<file path="src/verilog/radio_aux_consts.svh">
// Register indices, field positions, reset values and supply trip figures of the auxiliary register bank.
// Functional notes
// - Override bit set: use software calibration results instead of automatic ones.
// - Source frequency field: 0 off, 1 crystal/4, 2 crystal/8, 3 crystal/16.
// - Source power: 0 off, 1-2 min, 3-4 twice, 5-6 thrice, 7 four times.
// - Shutdown bit starts shutdown only while chip select is high; else stay active.
// - Receive enables, 1 on: converter, signal strength, IF filter, mixer, low noise amp.
// - Monitor enables: bit 1 temperature monitor, bit 0 supply monitor.
// - Converter result split: bits 7:2 in high[5:0], bits 1:0 in low[7:6].
// - Alarm when supply below 1.7 V plus 62 mV times code plus one.
// - Clock output is crystal divided by 4-bit value, reset 4; zero disables.
// - Supply alarm reported in interrupt source register 1, bit 7.
`ifndef RADIO_AUX_CONSTS_SVH
`define RADIO_AUX_CONSTS_SVH

// ==========================================================================
// Register indices; the byte address is four times the index.
`define IDX_IMAGE_REJECT_CAL_SETUP 10'h319
`define IDX_CHIP_SHUTDOWN_REQUEST  10'h322
`define IDX_RECEIVE_CHAIN_POWER    10'h324
`define IDX_MONITOR_POWER          10'h325
`define IDX_CONVERTER_RESULT_HIGH  10'h327
`define IDX_CONVERTER_RESULT_LOW   10'h328
`define IDX_SUPPLY_ALARM_THRESHOLD 10'h32d
`define IDX_CLOCK_OUT_DIVIDER      10'h32e
`define IDX_INTERRUPT_SOURCE_1     10'h337

// ==========================================================================
// Field positions.
`define POS_OVERRIDE_EN   5
`define POS_SUPPLY_ALARM  7

// ==========================================================================
// Reset values.
`define RST_CAL_SETUP     6'h00
`define RST_RX_POWER      5'h00
`define RST_MON_POWER     2'h0
`define RST_TRIP_CODE     5'h00
`define RST_CLK_DIVIDER   4'h4

// ==========================================================================
// Supply trip level in millivolts.
`define TRIP_BASE_MV      13'd1700
`define TRIP_STEP_MV      13'd62

`endif

</file>
<file path="src/verilog/aux_types_pkg.sv">
// Packed carrier types of the auxiliary register bank.
package aux_types_pkg;

    typedef struct packed {
        logic converter_on;
        logic signal_strength_on;
        logic if_filter_on;
        logic mixer_on;
        logic low_noise_amp_on;
    } rx_chain_en_t;

    typedef struct packed {
        logic [1:0] freq_sel;
        logic [2:0] power_sel;
        logic       source_on;
        logic [2:0] level;
    } cal_source_t;

endpackage

</file>
<file path="src/verilog/radio_aux_control_regs.sv">
// APB register bank for radio auxiliary control, readback and clock output.
`include "radio_aux_consts.svh"
`timescale 1ns/1ns
module radio_aux_control_regs #(
    parameter int CAL_W = 8
) (
    input  wire logic                       pclk,
    input  wire logic                       presetn,
    input  wire logic                       psel,
    input  wire logic                       penable,
    input  wire logic                       pwrite,
    input  wire logic [11:0]                paddr,
    input  wire logic [31:0]                pwdata,
    output logic      [31:0]                prdata,
    output logic                            pready,
    output logic                            pslverr,
    input  wire logic [CAL_W-1:0]           auto_cal_result,
    input  wire logic [CAL_W-1:0]           user_cal_result,
    output logic      [CAL_W-1:0]           cal_result,
    output aux_types_pkg::cal_source_t      cal_source,
    output logic                            cal_source_clk,
    input  wire logic                       chip_select,
    output logic                            shutdown_start,
    output logic                            chip_active,
    output aux_types_pkg::rx_chain_en_t     rx_chain,
    output logic                            temp_monitor_on,
    output logic                            supply_monitor_on,
    input  wire logic [7:0]                 adc_result_in,
    input  wire logic                       adc_result_valid,
    input  wire logic [12:0]                supply_level_mv,
    input  wire logic                       supply_level_valid,
    output logic                            battery_alarm,
    output logic                            clock_out_pin,
    output logic                            clock_out_enable
);

    // ==========================================================================
    // Register state.
    logic [5:0]  cal_setup_r;
    logic        shutdown_request_r;
    logic [4:0]  rx_power_r;
    logic [1:0]  mon_power_r;
    logic [7:0]  adc_result_r;
    logic [4:0]  supply_trip_code_r;
    logic [3:0]  clk_divider_r;
    logic        alarm_flag_r;

    logic [5:0]  cal_setup_nxt;
    logic        shutdown_request_nxt;
    logic [4:0]  rx_power_nxt;
    logic [1:0]  mon_power_nxt;
    logic [7:0]  adc_result_nxt;
    logic [4:0]  supply_trip_code_nxt;
    logic [3:0]  clk_divider_nxt;
    logic        alarm_flag_nxt;

    // ==========================================================================
    // Bus decode.
    logic [9:0]  idx;
    logic        access;
    logic        wr_en;
    logic        hit_cal;
    logic        hit_shut;
    logic        hit_rx;
    logic        hit_mon;
    logic        hit_adc_hi;
    logic        hit_adc_lo;
    logic        hit_trip;
    logic        hit_div;
    logic        hit_irq1;
    logic        mapped;

    assign idx        = paddr[11:2];
    assign access     = psel && penable;
    assign wr_en      = access && pwrite;
    assign hit_cal    = (idx == `IDX_IMAGE_REJECT_CAL_SETUP);
    assign hit_shut   = (idx == `IDX_CHIP_SHUTDOWN_REQUEST);
    assign hit_rx     = (idx == `IDX_RECEIVE_CHAIN_POWER);
    assign hit_mon    = (idx == `IDX_MONITOR_POWER);
    assign hit_adc_hi = (idx == `IDX_CONVERTER_RESULT_HIGH);
    assign hit_adc_lo = (idx == `IDX_CONVERTER_RESULT_LOW);
    assign hit_trip   = (idx == `IDX_SUPPLY_ALARM_THRESHOLD);
    assign hit_div    = (idx == `IDX_CLOCK_OUT_DIVIDER);
    assign hit_irq1   = (idx == `IDX_INTERRUPT_SOURCE_1);
    assign mapped     = hit_cal | hit_shut | hit_rx | hit_mon | hit_adc_hi | hit_adc_lo
                      | hit_trip | hit_div | hit_irq1;

    // Zero wait states keep the slave simple; every access ends in its first access cycle.
    assign pready  = 1'b1;
    assign pslverr = access && !mapped;

    // ==========================================================================
    // Next values of the writable registers.
    // Reserved bits are not stored, so whatever software writes there is dropped.
    assign cal_setup_nxt        = (wr_en && hit_cal)  ? pwdata[5:0] : cal_setup_r;
    assign shutdown_request_nxt = (wr_en && hit_shut) ? pwdata[0]   : shutdown_request_r;
    assign rx_power_nxt         = (wr_en && hit_rx)   ? pwdata[4:0] : rx_power_r;
    assign mon_power_nxt        = (wr_en && hit_mon)  ? pwdata[1:0] : mon_power_r;
    assign supply_trip_code_nxt = (wr_en && hit_trip) ? pwdata[4:0] : supply_trip_code_r;
    assign clk_divider_nxt      = (wr_en && hit_div)  ? pwdata[3:0] : clk_divider_r;

    // ==========================================================================
    // Converter result capture.
    // The result is held until the converter delivers a new sample, so both halves
    // read back the same conversion unless a sample lands between the two reads.
    assign adc_result_nxt = adc_result_valid ? adc_result_in : adc_result_r;

    // ==========================================================================
    // Supply alarm flag.
    logic        trip_event;
    logic        alarm_clear;

    supply_trip_compare u_trip (
        .pclk         (pclk),
        .presetn      (presetn),
        .monitor_on   (mon_power_r[0]),
        .trip_code    (supply_trip_code_r),
        .supply_mv    (supply_level_mv),
        .supply_valid (supply_level_valid),
        .below_trip   (trip_event)
    );

    // Software clears the flag by writing one to its bit; a new trip in that cycle wins.
    assign alarm_clear    = wr_en && hit_irq1 && pwdata[`POS_SUPPLY_ALARM];
    assign alarm_flag_nxt = trip_event | (alarm_flag_r & ~alarm_clear);

    // ==========================================================================
    // Register update.
    always_ff @(posedge pclk or negedge presetn)
    begin
        if (!presetn)
        begin
            cal_setup_r        <= `RST_CAL_SETUP;
            shutdown_request_r <= 1'b0;
            rx_power_r         <= `RST_RX_POWER;
            mon_power_r        <= `RST_MON_POWER;
            adc_result_r       <= 8'h00;
            supply_trip_code_r <= `RST_TRIP_CODE;
            clk_divider_r      <= `RST_CLK_DIVIDER;
            alarm_flag_r       <= 1'b0;
        end
        else
        begin
            cal_setup_r        <= cal_setup_nxt;
            shutdown_request_r <= shutdown_request_nxt;
            rx_power_r         <= rx_power_nxt;
            mon_power_r        <= mon_power_nxt;
            adc_result_r       <= adc_result_nxt;
            supply_trip_code_r <= supply_trip_code_nxt;
            clk_divider_r      <= clk_divider_nxt;
            alarm_flag_r       <= alarm_flag_nxt;
        end
    end

    // ==========================================================================
    // Read data.
    logic [7:0]  rd_byte;
    logic [7:0]  rd_cal;
    logic [7:0]  rd_shut;
    logic [7:0]  rd_rx;
    logic [7:0]  rd_mon;
    logic [7:0]  rd_adc_hi;
    logic [7:0]  rd_adc_lo;
    logic [7:0]  rd_trip;
    logic [7:0]  rd_div;
    logic [7:0]  rd_irq1;

    assign rd_cal    = hit_cal    ? {2'b00, cal_setup_r}          : 8'h00;
    assign rd_shut   = hit_shut   ? {7'h00, shutdown_request_r}   : 8'h00;
    assign rd_rx     = hit_rx     ? {3'b000, rx_power_r}          : 8'h00;
    assign rd_mon    = hit_mon    ? {6'h00, mon_power_r}          : 8'h00;
    assign rd_adc_hi = hit_adc_hi ? {2'b00, adc_result_r[7:2]}    : 8'h00;
    assign rd_adc_lo = hit_adc_lo ? {adc_result_r[1:0], 6'h00}    : 8'h00;
    assign rd_trip   = hit_trip   ? {3'b000, supply_trip_code_r}  : 8'h00;
    assign rd_div    = hit_div    ? {4'h0, clk_divider_r}         : 8'h00;
    assign rd_irq1   = hit_irq1   ? {alarm_flag_r, 7'h00}         : 8'h00;
    assign rd_byte   = rd_cal | rd_shut | rd_rx | rd_mon | rd_adc_hi | rd_adc_lo
                     | rd_trip | rd_div | rd_irq1;
    assign prdata    = (access && !pwrite) ? {24'h000000, rd_byte} : 32'h00000000;

    // ==========================================================================
    // Calibration source and result selection.
    logic [2:0]  level_nxt;
    logic [4:0]  cal_ratio;
    logic        cal_clk_on;
    logic [CAL_W-1:0] cal_result_nxt;

    assign cal_result_nxt = cal_setup_r[`POS_OVERRIDE_EN] ? user_cal_result : auto_cal_result;

    assign cal_ratio = (cal_setup_r[4:3] == 2'd1) ? 5'd4  :
                       (cal_setup_r[4:3] == 2'd2) ? 5'd8  :
                       (cal_setup_r[4:3] == 2'd3) ? 5'd16 : 5'd0;

    assign level_nxt = 3'(({1'b0, cal_setup_r[2:0]} + 4'd1) >> 1);

    ratio_clock_divider #(
        .W (5)
    ) u_cal_div (
        .pclk       (pclk),
        .presetn    (presetn),
        .ratio      (cal_ratio),
        .clk_out    (cal_source_clk),
        .clk_active (cal_clk_on)
    );

    // ==========================================================================
    // Clock output.
    // Clock output divider
    ratio_clock_divider #(
        .W (4)
    ) u_out_div (
        .pclk       (pclk),
        .presetn    (presetn),
        .ratio      (clk_divider_r),
        .clk_out    (clock_out_pin),
        .clk_active (clock_out_enable)
    );

    // ==========================================================================
    // Registered control outputs.
    // Shutdown gated by chip select
    always_ff @(posedge pclk or negedge presetn)
    begin
        if (!presetn)
        begin
            shutdown_start <= 1'b0;
            chip_active    <= 1'b1;
        end
        else
        begin
            shutdown_start <= shutdown_request_r && chip_select;
            chip_active    <= !(shutdown_request_r && chip_select);
        end
    end

    always_ff @(posedge pclk or negedge presetn)
    begin
        if (!presetn)
        begin
            cal_result        <= '0;
            cal_source        <= '0;
            rx_chain          <= '0;
            temp_monitor_on   <= 1'b0;
            supply_monitor_on <= 1'b0;
            battery_alarm     <= 1'b0;
        end
        else
        begin
            cal_result           <= cal_result_nxt;
            cal_source.freq_sel  <= cal_setup_r[4:3];
            cal_source.power_sel <= cal_setup_r[2:0];
            cal_source.source_on <= cal_clk_on && (cal_setup_r[2:0] != 3'd0);
            cal_source.level     <= level_nxt;
            rx_chain             <= rx_power_r;
            temp_monitor_on      <= mon_power_r[1];
            supply_monitor_on    <= mon_power_r[0];
            battery_alarm        <= alarm_flag_nxt;
        end
    end

endmodule

</file>
<file path="src/verilog/ratio_clock_divider.sv">
// Divides the system clock by a programmable ratio; a ratio of zero holds the output low.
`timescale 1ns/1ns
module ratio_clock_divider #(
    parameter int W = 5
) (
    input  wire logic         pclk,
    input  wire logic         presetn,
    input  wire logic [W-1:0] ratio,
    output logic              clk_out,
    output logic              clk_active
);

    logic [W-1:0] cnt_r;
    logic [W-1:0] cnt_nxt;
    logic [W-1:0] half;
    logic         wrap;
    logic         out_nxt;

    // ==========================================================================
    // Counter and waveform.
    // Ratio one cannot be shown by a flop, so it reads as a steady high level.
    assign half    = W'(({1'b0, ratio} + (W+1)'(1)) >> 1);
    assign wrap    = (cnt_r >= ratio - W'(1));
    assign cnt_nxt = (ratio == '0 || wrap) ? '0 : cnt_r + W'(1);
    assign out_nxt = (ratio != '0) && (cnt_nxt < half);

    always_ff @(posedge pclk or negedge presetn)
    begin
        if (!presetn)
        begin
            cnt_r      <= '0;
            clk_out    <= 1'b0;
            clk_active <= 1'b0;
        end
        else
        begin
            cnt_r      <= cnt_nxt;
            clk_out    <= out_nxt;
            clk_active <= (ratio != '0);
        end
    end

endmodule

</file>
<file path="src/verilog/supply_trip_compare.sv">
// Compares a supply sample against the programmed trip level and pulses on a low reading.
`include "radio_aux_consts.svh"
`timescale 1ns/1ns
module supply_trip_compare (
    input  wire logic        pclk,
    input  wire logic        presetn,
    input  wire logic        monitor_on,
    input  wire logic [4:0]  trip_code,
    input  wire logic [12:0] supply_mv,
    input  wire logic        supply_valid,
    output logic             below_trip
);

    logic [12:0] trip_mv;
    logic [12:0] code_plus_one;

    // ==========================================================================
    // Trip level.
    // Trip level formula
    assign code_plus_one = {8'h00, trip_code} + 13'd1;
    assign trip_mv       = 13'(`TRIP_BASE_MV + `TRIP_STEP_MV * code_plus_one);

    // Only a fresh sample taken while the monitor is enabled can raise the alarm.
    always_ff @(posedge pclk or negedge presetn)
    begin
        if (!presetn)
            below_trip <= 1'b0;
        else
            below_trip <= monitor_on && supply_valid && (supply_mv < trip_mv);
    end

endmodule
</file>
<file path="config.mk">
export PLATFORM = sky130hd
export DESIGN_NAME = radio_aux_control_regs
export DESIGN_NICKNAME = d
export VERILOG_FILES = /design/src/verilog/aux_types_pkg.sv /design/src/verilog/radio_aux_control_regs.sv /design/src/verilog/ratio_clock_divider.sv /design/src/verilog/supply_trip_compare.sv
export VERILOG_INCLUDE_DIRS = /design/src /design/src/verilog
export SDC_FILE = /design/constraint.sdc
export NUM_CORES = 1
export LEC_CHECK = 0
export BUFFER_PORTS_ARGS = -buffer_cell sky130_fd_sc_hd__buf_2
export CAP_MARGIN = 20
export CORE_ASPECT_RATIO = 1.75
export CORE_MARGIN = 2
export CORE_UTILIZATION = 40
export CTS_CLUSTER_DIAMETER = 50
export DETAILED_ROUTE_END_ITERATION = 10
export PLACE_DENSITY = 0.65
export SLEW_MARGIN = 30
export SYNTH_ARGS = -nofsm -noshare
export SYNTH_HDL_FRONTEND = slang
export SYNTH_SLANG_ARGS = --single-unit
</file>
<file path="constraint.sdc">
create_clock -name pclk -period 7.1 [get_ports pclk]
set_input_delay 0.355 -clock pclk [delete_from_list [all_inputs] [get_ports pclk]]
set_output_delay 0.355 -clock pclk [all_outputs]
set_load 0.01 [all_outputs]
</file>
== Word level (Yosys, flattened, before mapping) ==
Cells that the tools add are included.

* Input port bits: 89
* Flip-flop bits (word level): 72
* Word-level logic and storage cells: 119

* Bitwise gates (word level): 19
* Multipliers: 1
* Mux-type cells: 16
* Eq/ne operators: 12
* Order comparisons: 5
* Reduce and logical (&&, ||, !) cells: 28
* $add $sub $neg: 9

{| class="wikitable"
|+ Operators with widths
! operator !! number
|-
| $eq 10x10->1 const B || 9
|-
| $mux 8 || 4
|-
| $mux 5 || 6
|-
| $logic_and 1x1->1 || 18
|-
| $add 11x13->13 const A || 1
|-
| $lt 13x13->1 || 1
|-
| $mul 5x13->12 const A || 1
|-
| $add 5x1->6 const B || 2
|-
| $mux 6 || 2
|-
| $or 1x1->1 || 9
|-
| $mux 4 || 2
|-
| $or 6x8->8 || 1
|-
| $or 8x4->8 || 1
|-
| $or 8x5->8 || 1
|-
| $or 8x8->8 || 1
|-
| $or 6x1->6 || 1
|-
| $or 6x2->6 || 1
|-
| $or 6x5->6 || 1
|-
| $or 6x6->6 || 1
|-
| $add 4x1->5 const B || 1
|-
| $add 5x1->5 const B || 1
|-
| $ge 5x5->1 || 1
|-
| $logic_not 5->1 || 1
|-
| $lt 5x5->1 || 1
|-
| other kinds (18) || 22
|}

== Depth between registers and ports, before layout ==
* Depth in word-level cells: 11
* Mapped depth: 22

== Hierarchy ==
Synthesis repeated with hierarchy kept, for this count alone.

* Cell total of the unflattened synthesis: 485
* Area, all modules: 5149.9 µm²

{| class="wikitable"
|+ Modules (own cells, without submodules)
! module !! sequential area each (µm²) !! cells each !! instances !! area each (µm²)
|-
| radio_aux_control_regs || 1453.9 || 235 || 1 || 2854.0
|-
| supply_trip_compare || 25.0 || 139 || 1 || 1196.1
|-
| ratio_clock_divider at u_cal_div || 175.2 || 62 || 1 || 610.6
|-
| ratio_clock_divider at u_out_div || 150.1 || 49 || 1 || 489.2
|}

== Least setup slack after synthesis ==
No wires, ideal clock.

* Path type: register -> register
* Start: register supply_trip_code_r[2]
* End: register u_trip.below_trip
* Setup slack: 2.210 ns
* Data arrival time: 4.808 ns
* Clock period less this slack: 4.890 ns
* Buffers on the path: 0
* Stages on the path, launching flop included: 21
* Required time: 7.018 ns
* Cells stage by stage: dfrtp_1 -> ha_1 -> nand2_1 -> xnor2_1 -> xnor2_1 -> xor2_1 -> fa_1 -> fa_1 -> inv_1 -> ha_1 -> o21ai_1 -> a21oi_1 -> or4_1 -> o311ai_2 -> nand2_1 -> o31a_1 -> o21ai_1 -> a21oi_1 -> ha_1 -> a211o_1 -> a31oi_1

* Word-level cells in the longest chain between the ends: 5

{| class="wikitable"
|+ RTL lines
! element !! RTL line !! source
|-
| start: declaration || radio_aux_control_regs.sv:44 || <nowiki>logic [4:0] supply_trip_code_r;</nowiki>
|-
| start signal: assignment || radio_aux_control_regs.sv:138 || <nowiki>supply_trip_code_r <= `RST_TRIP_CODE;</nowiki>
|-
| start signal: assignment || radio_aux_control_regs.sv:149 || <nowiki>supply_trip_code_r <= supply_trip_code_nxt;</nowiki>
|-
| $add 5x1->6 || supply_trip_compare.sv:20 || <nowiki>assign code_plus_one = {8'h00, trip_code} + 13'd1;</nowiki>
|-
| $mul 5x13->12 (no source line) || - ||
|-
| $add 11x13->13 (no source line) || - ||
|-
| $lt 13x13->1 || supply_trip_compare.sv:29 || <nowiki>below_trip <= monitor_on && supply_valid && (supply_mv < trip_mv);</nowiki>
|-
| $logic_and 1x1->1 || supply_trip_compare.sv:29 ||
|-
| end signal: assignment || supply_trip_compare.sv:29 ||
|-
| end: declaration || supply_trip_compare.sv:11 || <nowiki>output logic below_trip</nowiki>
|}

No other way between the ends.
A chain may end at the register's enable or synchronous reset.

== Worst setup path after layout ==
Ends and elaborated chain as after synthesis.

==> results_dict.tcl <==
set metrics [dict create \
    dieWidth_um 86.88 \
    power.net_switching_mw 0.3380 \
    postCtsHoldBufs 0 \
    postCtsResizedCells 0 \
    most_frequent_standard_cell_in_the_layout_excluding_fill_and_tap_cells "sky130_fd_sc_hd__buf_2" \
    mostFrequentLayoutCells "99 x sky130_fd_sc_hd__buf_2, 70 x sky130_fd_sc_hd__dfrtp_1, 58 x sky130_fd_sc_hd__ha_1, 35 x sky130_fd_sc_hd__inv_1, 28 x sky130_fd_sc_hd__nand2_1" \
    io_buffer_count 99 \
    syn-cell-area_um2 4808 \
    critical_path_buf_inv_count 1 \
    floorplan.initialDensity_pct 40.51 \
    grt_antenna_before_repair 0 \
    p_int_mw 0.8689 \
    synth_enable_flop_cells 0 \
    first_global_vias 3552 \
    clk-insertion-delay-late_ns 0.33 \
    dieHeight_um 149.0 \
    maxSlewHeadroom_pct 51.14 \
    detailedPlacementHpwl_mm 8.418 \
    cp_data_required_time_ns 7.35 \
    pwr_density_cell_nw_per_um2 213.0 \
    routed_wl_mm 10.45 \
    grt_use_total_pct 16.16 \
    final_antenna_net_count 0 \
    cp_slowest_stage_delay_ns 0.60 \
    post_synthesis_sequential_area_ratio_pct 37.52 \
    routedWlPerCell_um 14.86 \
    dr.pass1.iters 5 \
    core_um2 11870 \
    globalRoute.totalOverflow 0 \
    criticalPathCategory "reg -> reg" \
    floorplan.rows 53 \
    timing.reg2reg.worst_path_depth 20 \
    nFillCells 1091 \
    slew_viol_final 0 \
    final_hold_viol_count 0 \
    timing.clock.skew_ns 0.004434 \
    crit_top_cell "sky130_fd_sc_hd__ha_1" \
    yosysWarnings 0 \
    number_of_buffers_on_the_longest_clock_path 2 \
    rrSetupSlack_ns 1.68 \
    crit_path_max_fanout 7 \
    worst_path_max_delay_cell "sky130_fd_sc_hd__xnor2_1" \
    crit-reg2reg-capture "u_trip.below_trip" \
    tritoncts.num_buffers 9 \
    setup_viol 0 \
    static-leakage-power_nw 2.864 \
    share_comb_of_total_power_pct 21.7 \
    power.sequential.fraction_pct 37.6 \
    syn_avg_cell_area_um2 10.45 \
    layout-area-overhead-vs-synth_pct 17.82 \
    peak_supply_drop_mv 0.1078 \
    post-layout-total-power_mw 1.207 \
    finalNetCount 713 \
    cells_along_the_critical_path "ha_1 > nand2_1 > xnor2_1 > xnor2_1 > xor2_1 > fa_1 > fa_1 > inv_1 > ha_1 > o21ai_1 > a21oi_1 > or4_1 > o311ai_2 > nand2_1 > o31a_1 > o21ai_1 > a21oi_1 > ha_1 > a211o_1 > a31oi_1" \
    holdCritPathClass "in -> async" \
    p_sw_share_pct 28.01 \
    number_of_library_cell_types_mapped_by_synthesis 63 \
    grt_max_degree 73 \
    cts-htree-levels 3 \
    synthesis.instances 460 \
    p_clk_share_pct 40.7 \
    io_pins 153 \
    numClockSinks 72 \
    grt_first_pass_wirelength_mm 16.38 \
    clk_pin_slew_ns 0.06 \
    tns_ns 0 \
    detailroute.via_count 3650 \
    max_freq_mhz 184.3 \
    worst_setup_path_end_kind "flip-flop" \
    final.min_clock_period_ns 5.424 \
    die_area_um2 12950 \
    post-route-drc-count 0 \
    cp_top_family "adder cells" \
    drt_iter0_markers 104 \
    drive_gt1_share_pct 27.74 \
    postSynth.topFlopCell "sky130_fd_sc_hd__dfrtp_1" \
    finalCritPeriodShare_pct 76.40 \
    clock_tree_from_tritoncts "built" \
    drt-vias-per-instance 5.192 \
    routabilityCongestion 0.8170 \
    crit_arrival_ns 5.67 \
    synth_seq_cells 72 \
    insertedDiodeCount 0 \
    root_buffer "sky130_fd_sc_hd__clkbuf_16" \
    worstSetupStartpointType "flip-flop" \
    maxCapViolCount 0 \
    asyncSetResetFlopFracSynth_pct 100.0 \
    cts_setup_buffers 0 \
    rsz0062_at_grt "no" \
    worstMarginPinSlew_ns 0.7277 \
    crit-reg2reg-launch "supply_trip_code_r[2]" \
    outcome "completed" \
]
-- layer usage --
layer	wire length (um)	share of wire [%]	up-vias	track usage (%)
met1	3799	36	1750	16.50
met2	5827	56	112	30.76
met4	359	3.4	0	8.125
met5	0	0	-	0
li1	-	-	1764	-
met3	460	4.4	24	2.324
-- worst max-delay path by stage --
| stage | from | slack [ns] | cells after the start | end |
|---|---|---|---|---|
| 2_1_floorplan | supply_trip_code_r[2] | 2.21 | 20 | u_trip.below_trip |
| 3_3_place_gp | supply_trip_code_r[2] | 1.83 | 20 | u_trip.below_trip |
| 3_5_place_dp | supply_trip_code_r[2] | 1.67 | 20 | u_trip.below_trip |
| 4_1_cts | supply_trip_code_r[2] | 1.65 | 20 | u_trip.below_trip |
| 5_1_grt | supply_trip_code_r[2] | 1.23 | 19 | u_trip.below_trip |
| 6_report | supply_trip_code_r[2] | 1.68 | 20 | u_trip.below_trip |
-- power groups by stage --
stage | clock network [mW] | logic (mW) | registers (mW)
3_5_place_dp | 0 | 0.262 | 0.462
2_1_floorplan | 0 | 0.194 | 0.460
6_report | 0.492 | 0.261 | 0.454
3_3_place_gp | 0 | 0.253 | 0.460
4_1_cts | 0.497 | 0.265 | 0.454
5_1_grt | 0.512 | 0.300 | 0.458
-- synth_stat cells, types with 4 or more instances --
cell type                   n  area share, %
sky130_fd_sc_hd__a21o_1     8            1.2
sky130_fd_sc_hd__nand3_1   10            1.0
sky130_fd_sc_hd__clkbuf_1   5           0.39
sky130_fd_sc_hd__a22oi_1    5           0.78
sky130_fd_sc_hd__o21ai_1   14            1.5
sky130_fd_sc_hd__mux2_4     5            1.6
sky130_fd_sc_hd__buf_4     25            3.9
sky130_fd_sc_hd__o21ai_0    7           0.73
sky130_fd_sc_hd__nand2_1   28            2.2
sky130_fd_sc_hd__a222oi_1   5            1.0
sky130_fd_sc_hd__mux2_2    18            4.2
sky130_fd_sc_hd__o21a_1     4           0.62
sky130_fd_sc_hd__ha_1      58             15
sky130_fd_sc_hd__inv_1     35            2.7
sky130_fd_sc_hd__mux2_1     7            1.6
sky130_fd_sc_hd__dfrtp_1   70             36
sky130_fd_sc_hd__xnor2_1   17            3.1
sky130_fd_sc_hd__fa_1       5            2.1
sky130_fd_sc_hd__nor3_1     4           0.42
sky130_fd_sc_hd__xor2_1    15            2.7
sky130_fd_sc_hd__nor2_1    27            2.1
sky130_fd_sc_hd__nand2b_1   4           0.52
sky130_fd_sc_hd__nand4_1    5           0.65
sky130_fd_sc_hd__a21oi_1   18            1.9
-- layout make-up --
cell class              count  area (um^2)  share of cell area, %
multi-input cells         340         2706                  47.77
flip-flops and latches     72         1804                  31.85
repair buffers            101        514.2                  9.077
clock buffers              10        239.0                  4.218
well taps                 137        171.4                  3.026
inverters                  37        138.9                  2.451
clock inverters             6        91.34                  1.612
-- worst register-to-register path: cells and delay by family, from the launching register on --
family | cells | cell delay [ns]
compound gates | 8 | 1.26
xor+xnor | 3 | 1.06
fa+ha+maj | 5 | 1.86
buf+inv | 1 | 0.04
flops | 1 | 0.48
simple gates | 3 | 0.65
-- sequential cells by signal, summed over array words and instances (netlist names), 4 cells and up --
register / flops
adc_result_r: 8
cal_result: 8
cal_setup_r: 6
cal_source: 9
clk_divider_r: 4
rx_chain: 5
rx_power_r: 5
supply_trip_code_r: 5
u_cal_div.cnt_r: 5
u_out_div.cnt_r: 4
-- through the flow --
step                      hold WS, ns  cell area, um^2  instances  utilization (%)  worst slack [ns]
after detailed placement       0.3968             5331        687            44.91             1.669
after CTS                      0.1623             5662        703            47.70             1.645
final                          0.1207             5665        703            47.73             1.676
after global routing           0.1938             5665        703            47.73             1.231
after global placement         0.3846             5331        687            44.91             1.828
after floorplan               0.05941             4895        483                -             2.210
-- cell families (layout without fill, tap and decap cells) --
group | count (synthesis) | after routing | synth area share [%]
buffers and inverters | 71 | 154 | 7.989
adder cells (fa/ha/maj) | 63 | 63 | 17.17
flip-flops | 72 | 72 | 37.52
AO/OA/AOI/OAI | 85 | 85 | 12.07
XOR/XNOR | 32 | 32 | 5.829
other | 2 | 25 | 0.1562
multiplexers | 30 | 30 | 7.416
AND/OR/NAND/NOR | 105 | 105 | 11.84
(Power assumes the default switching activity.)
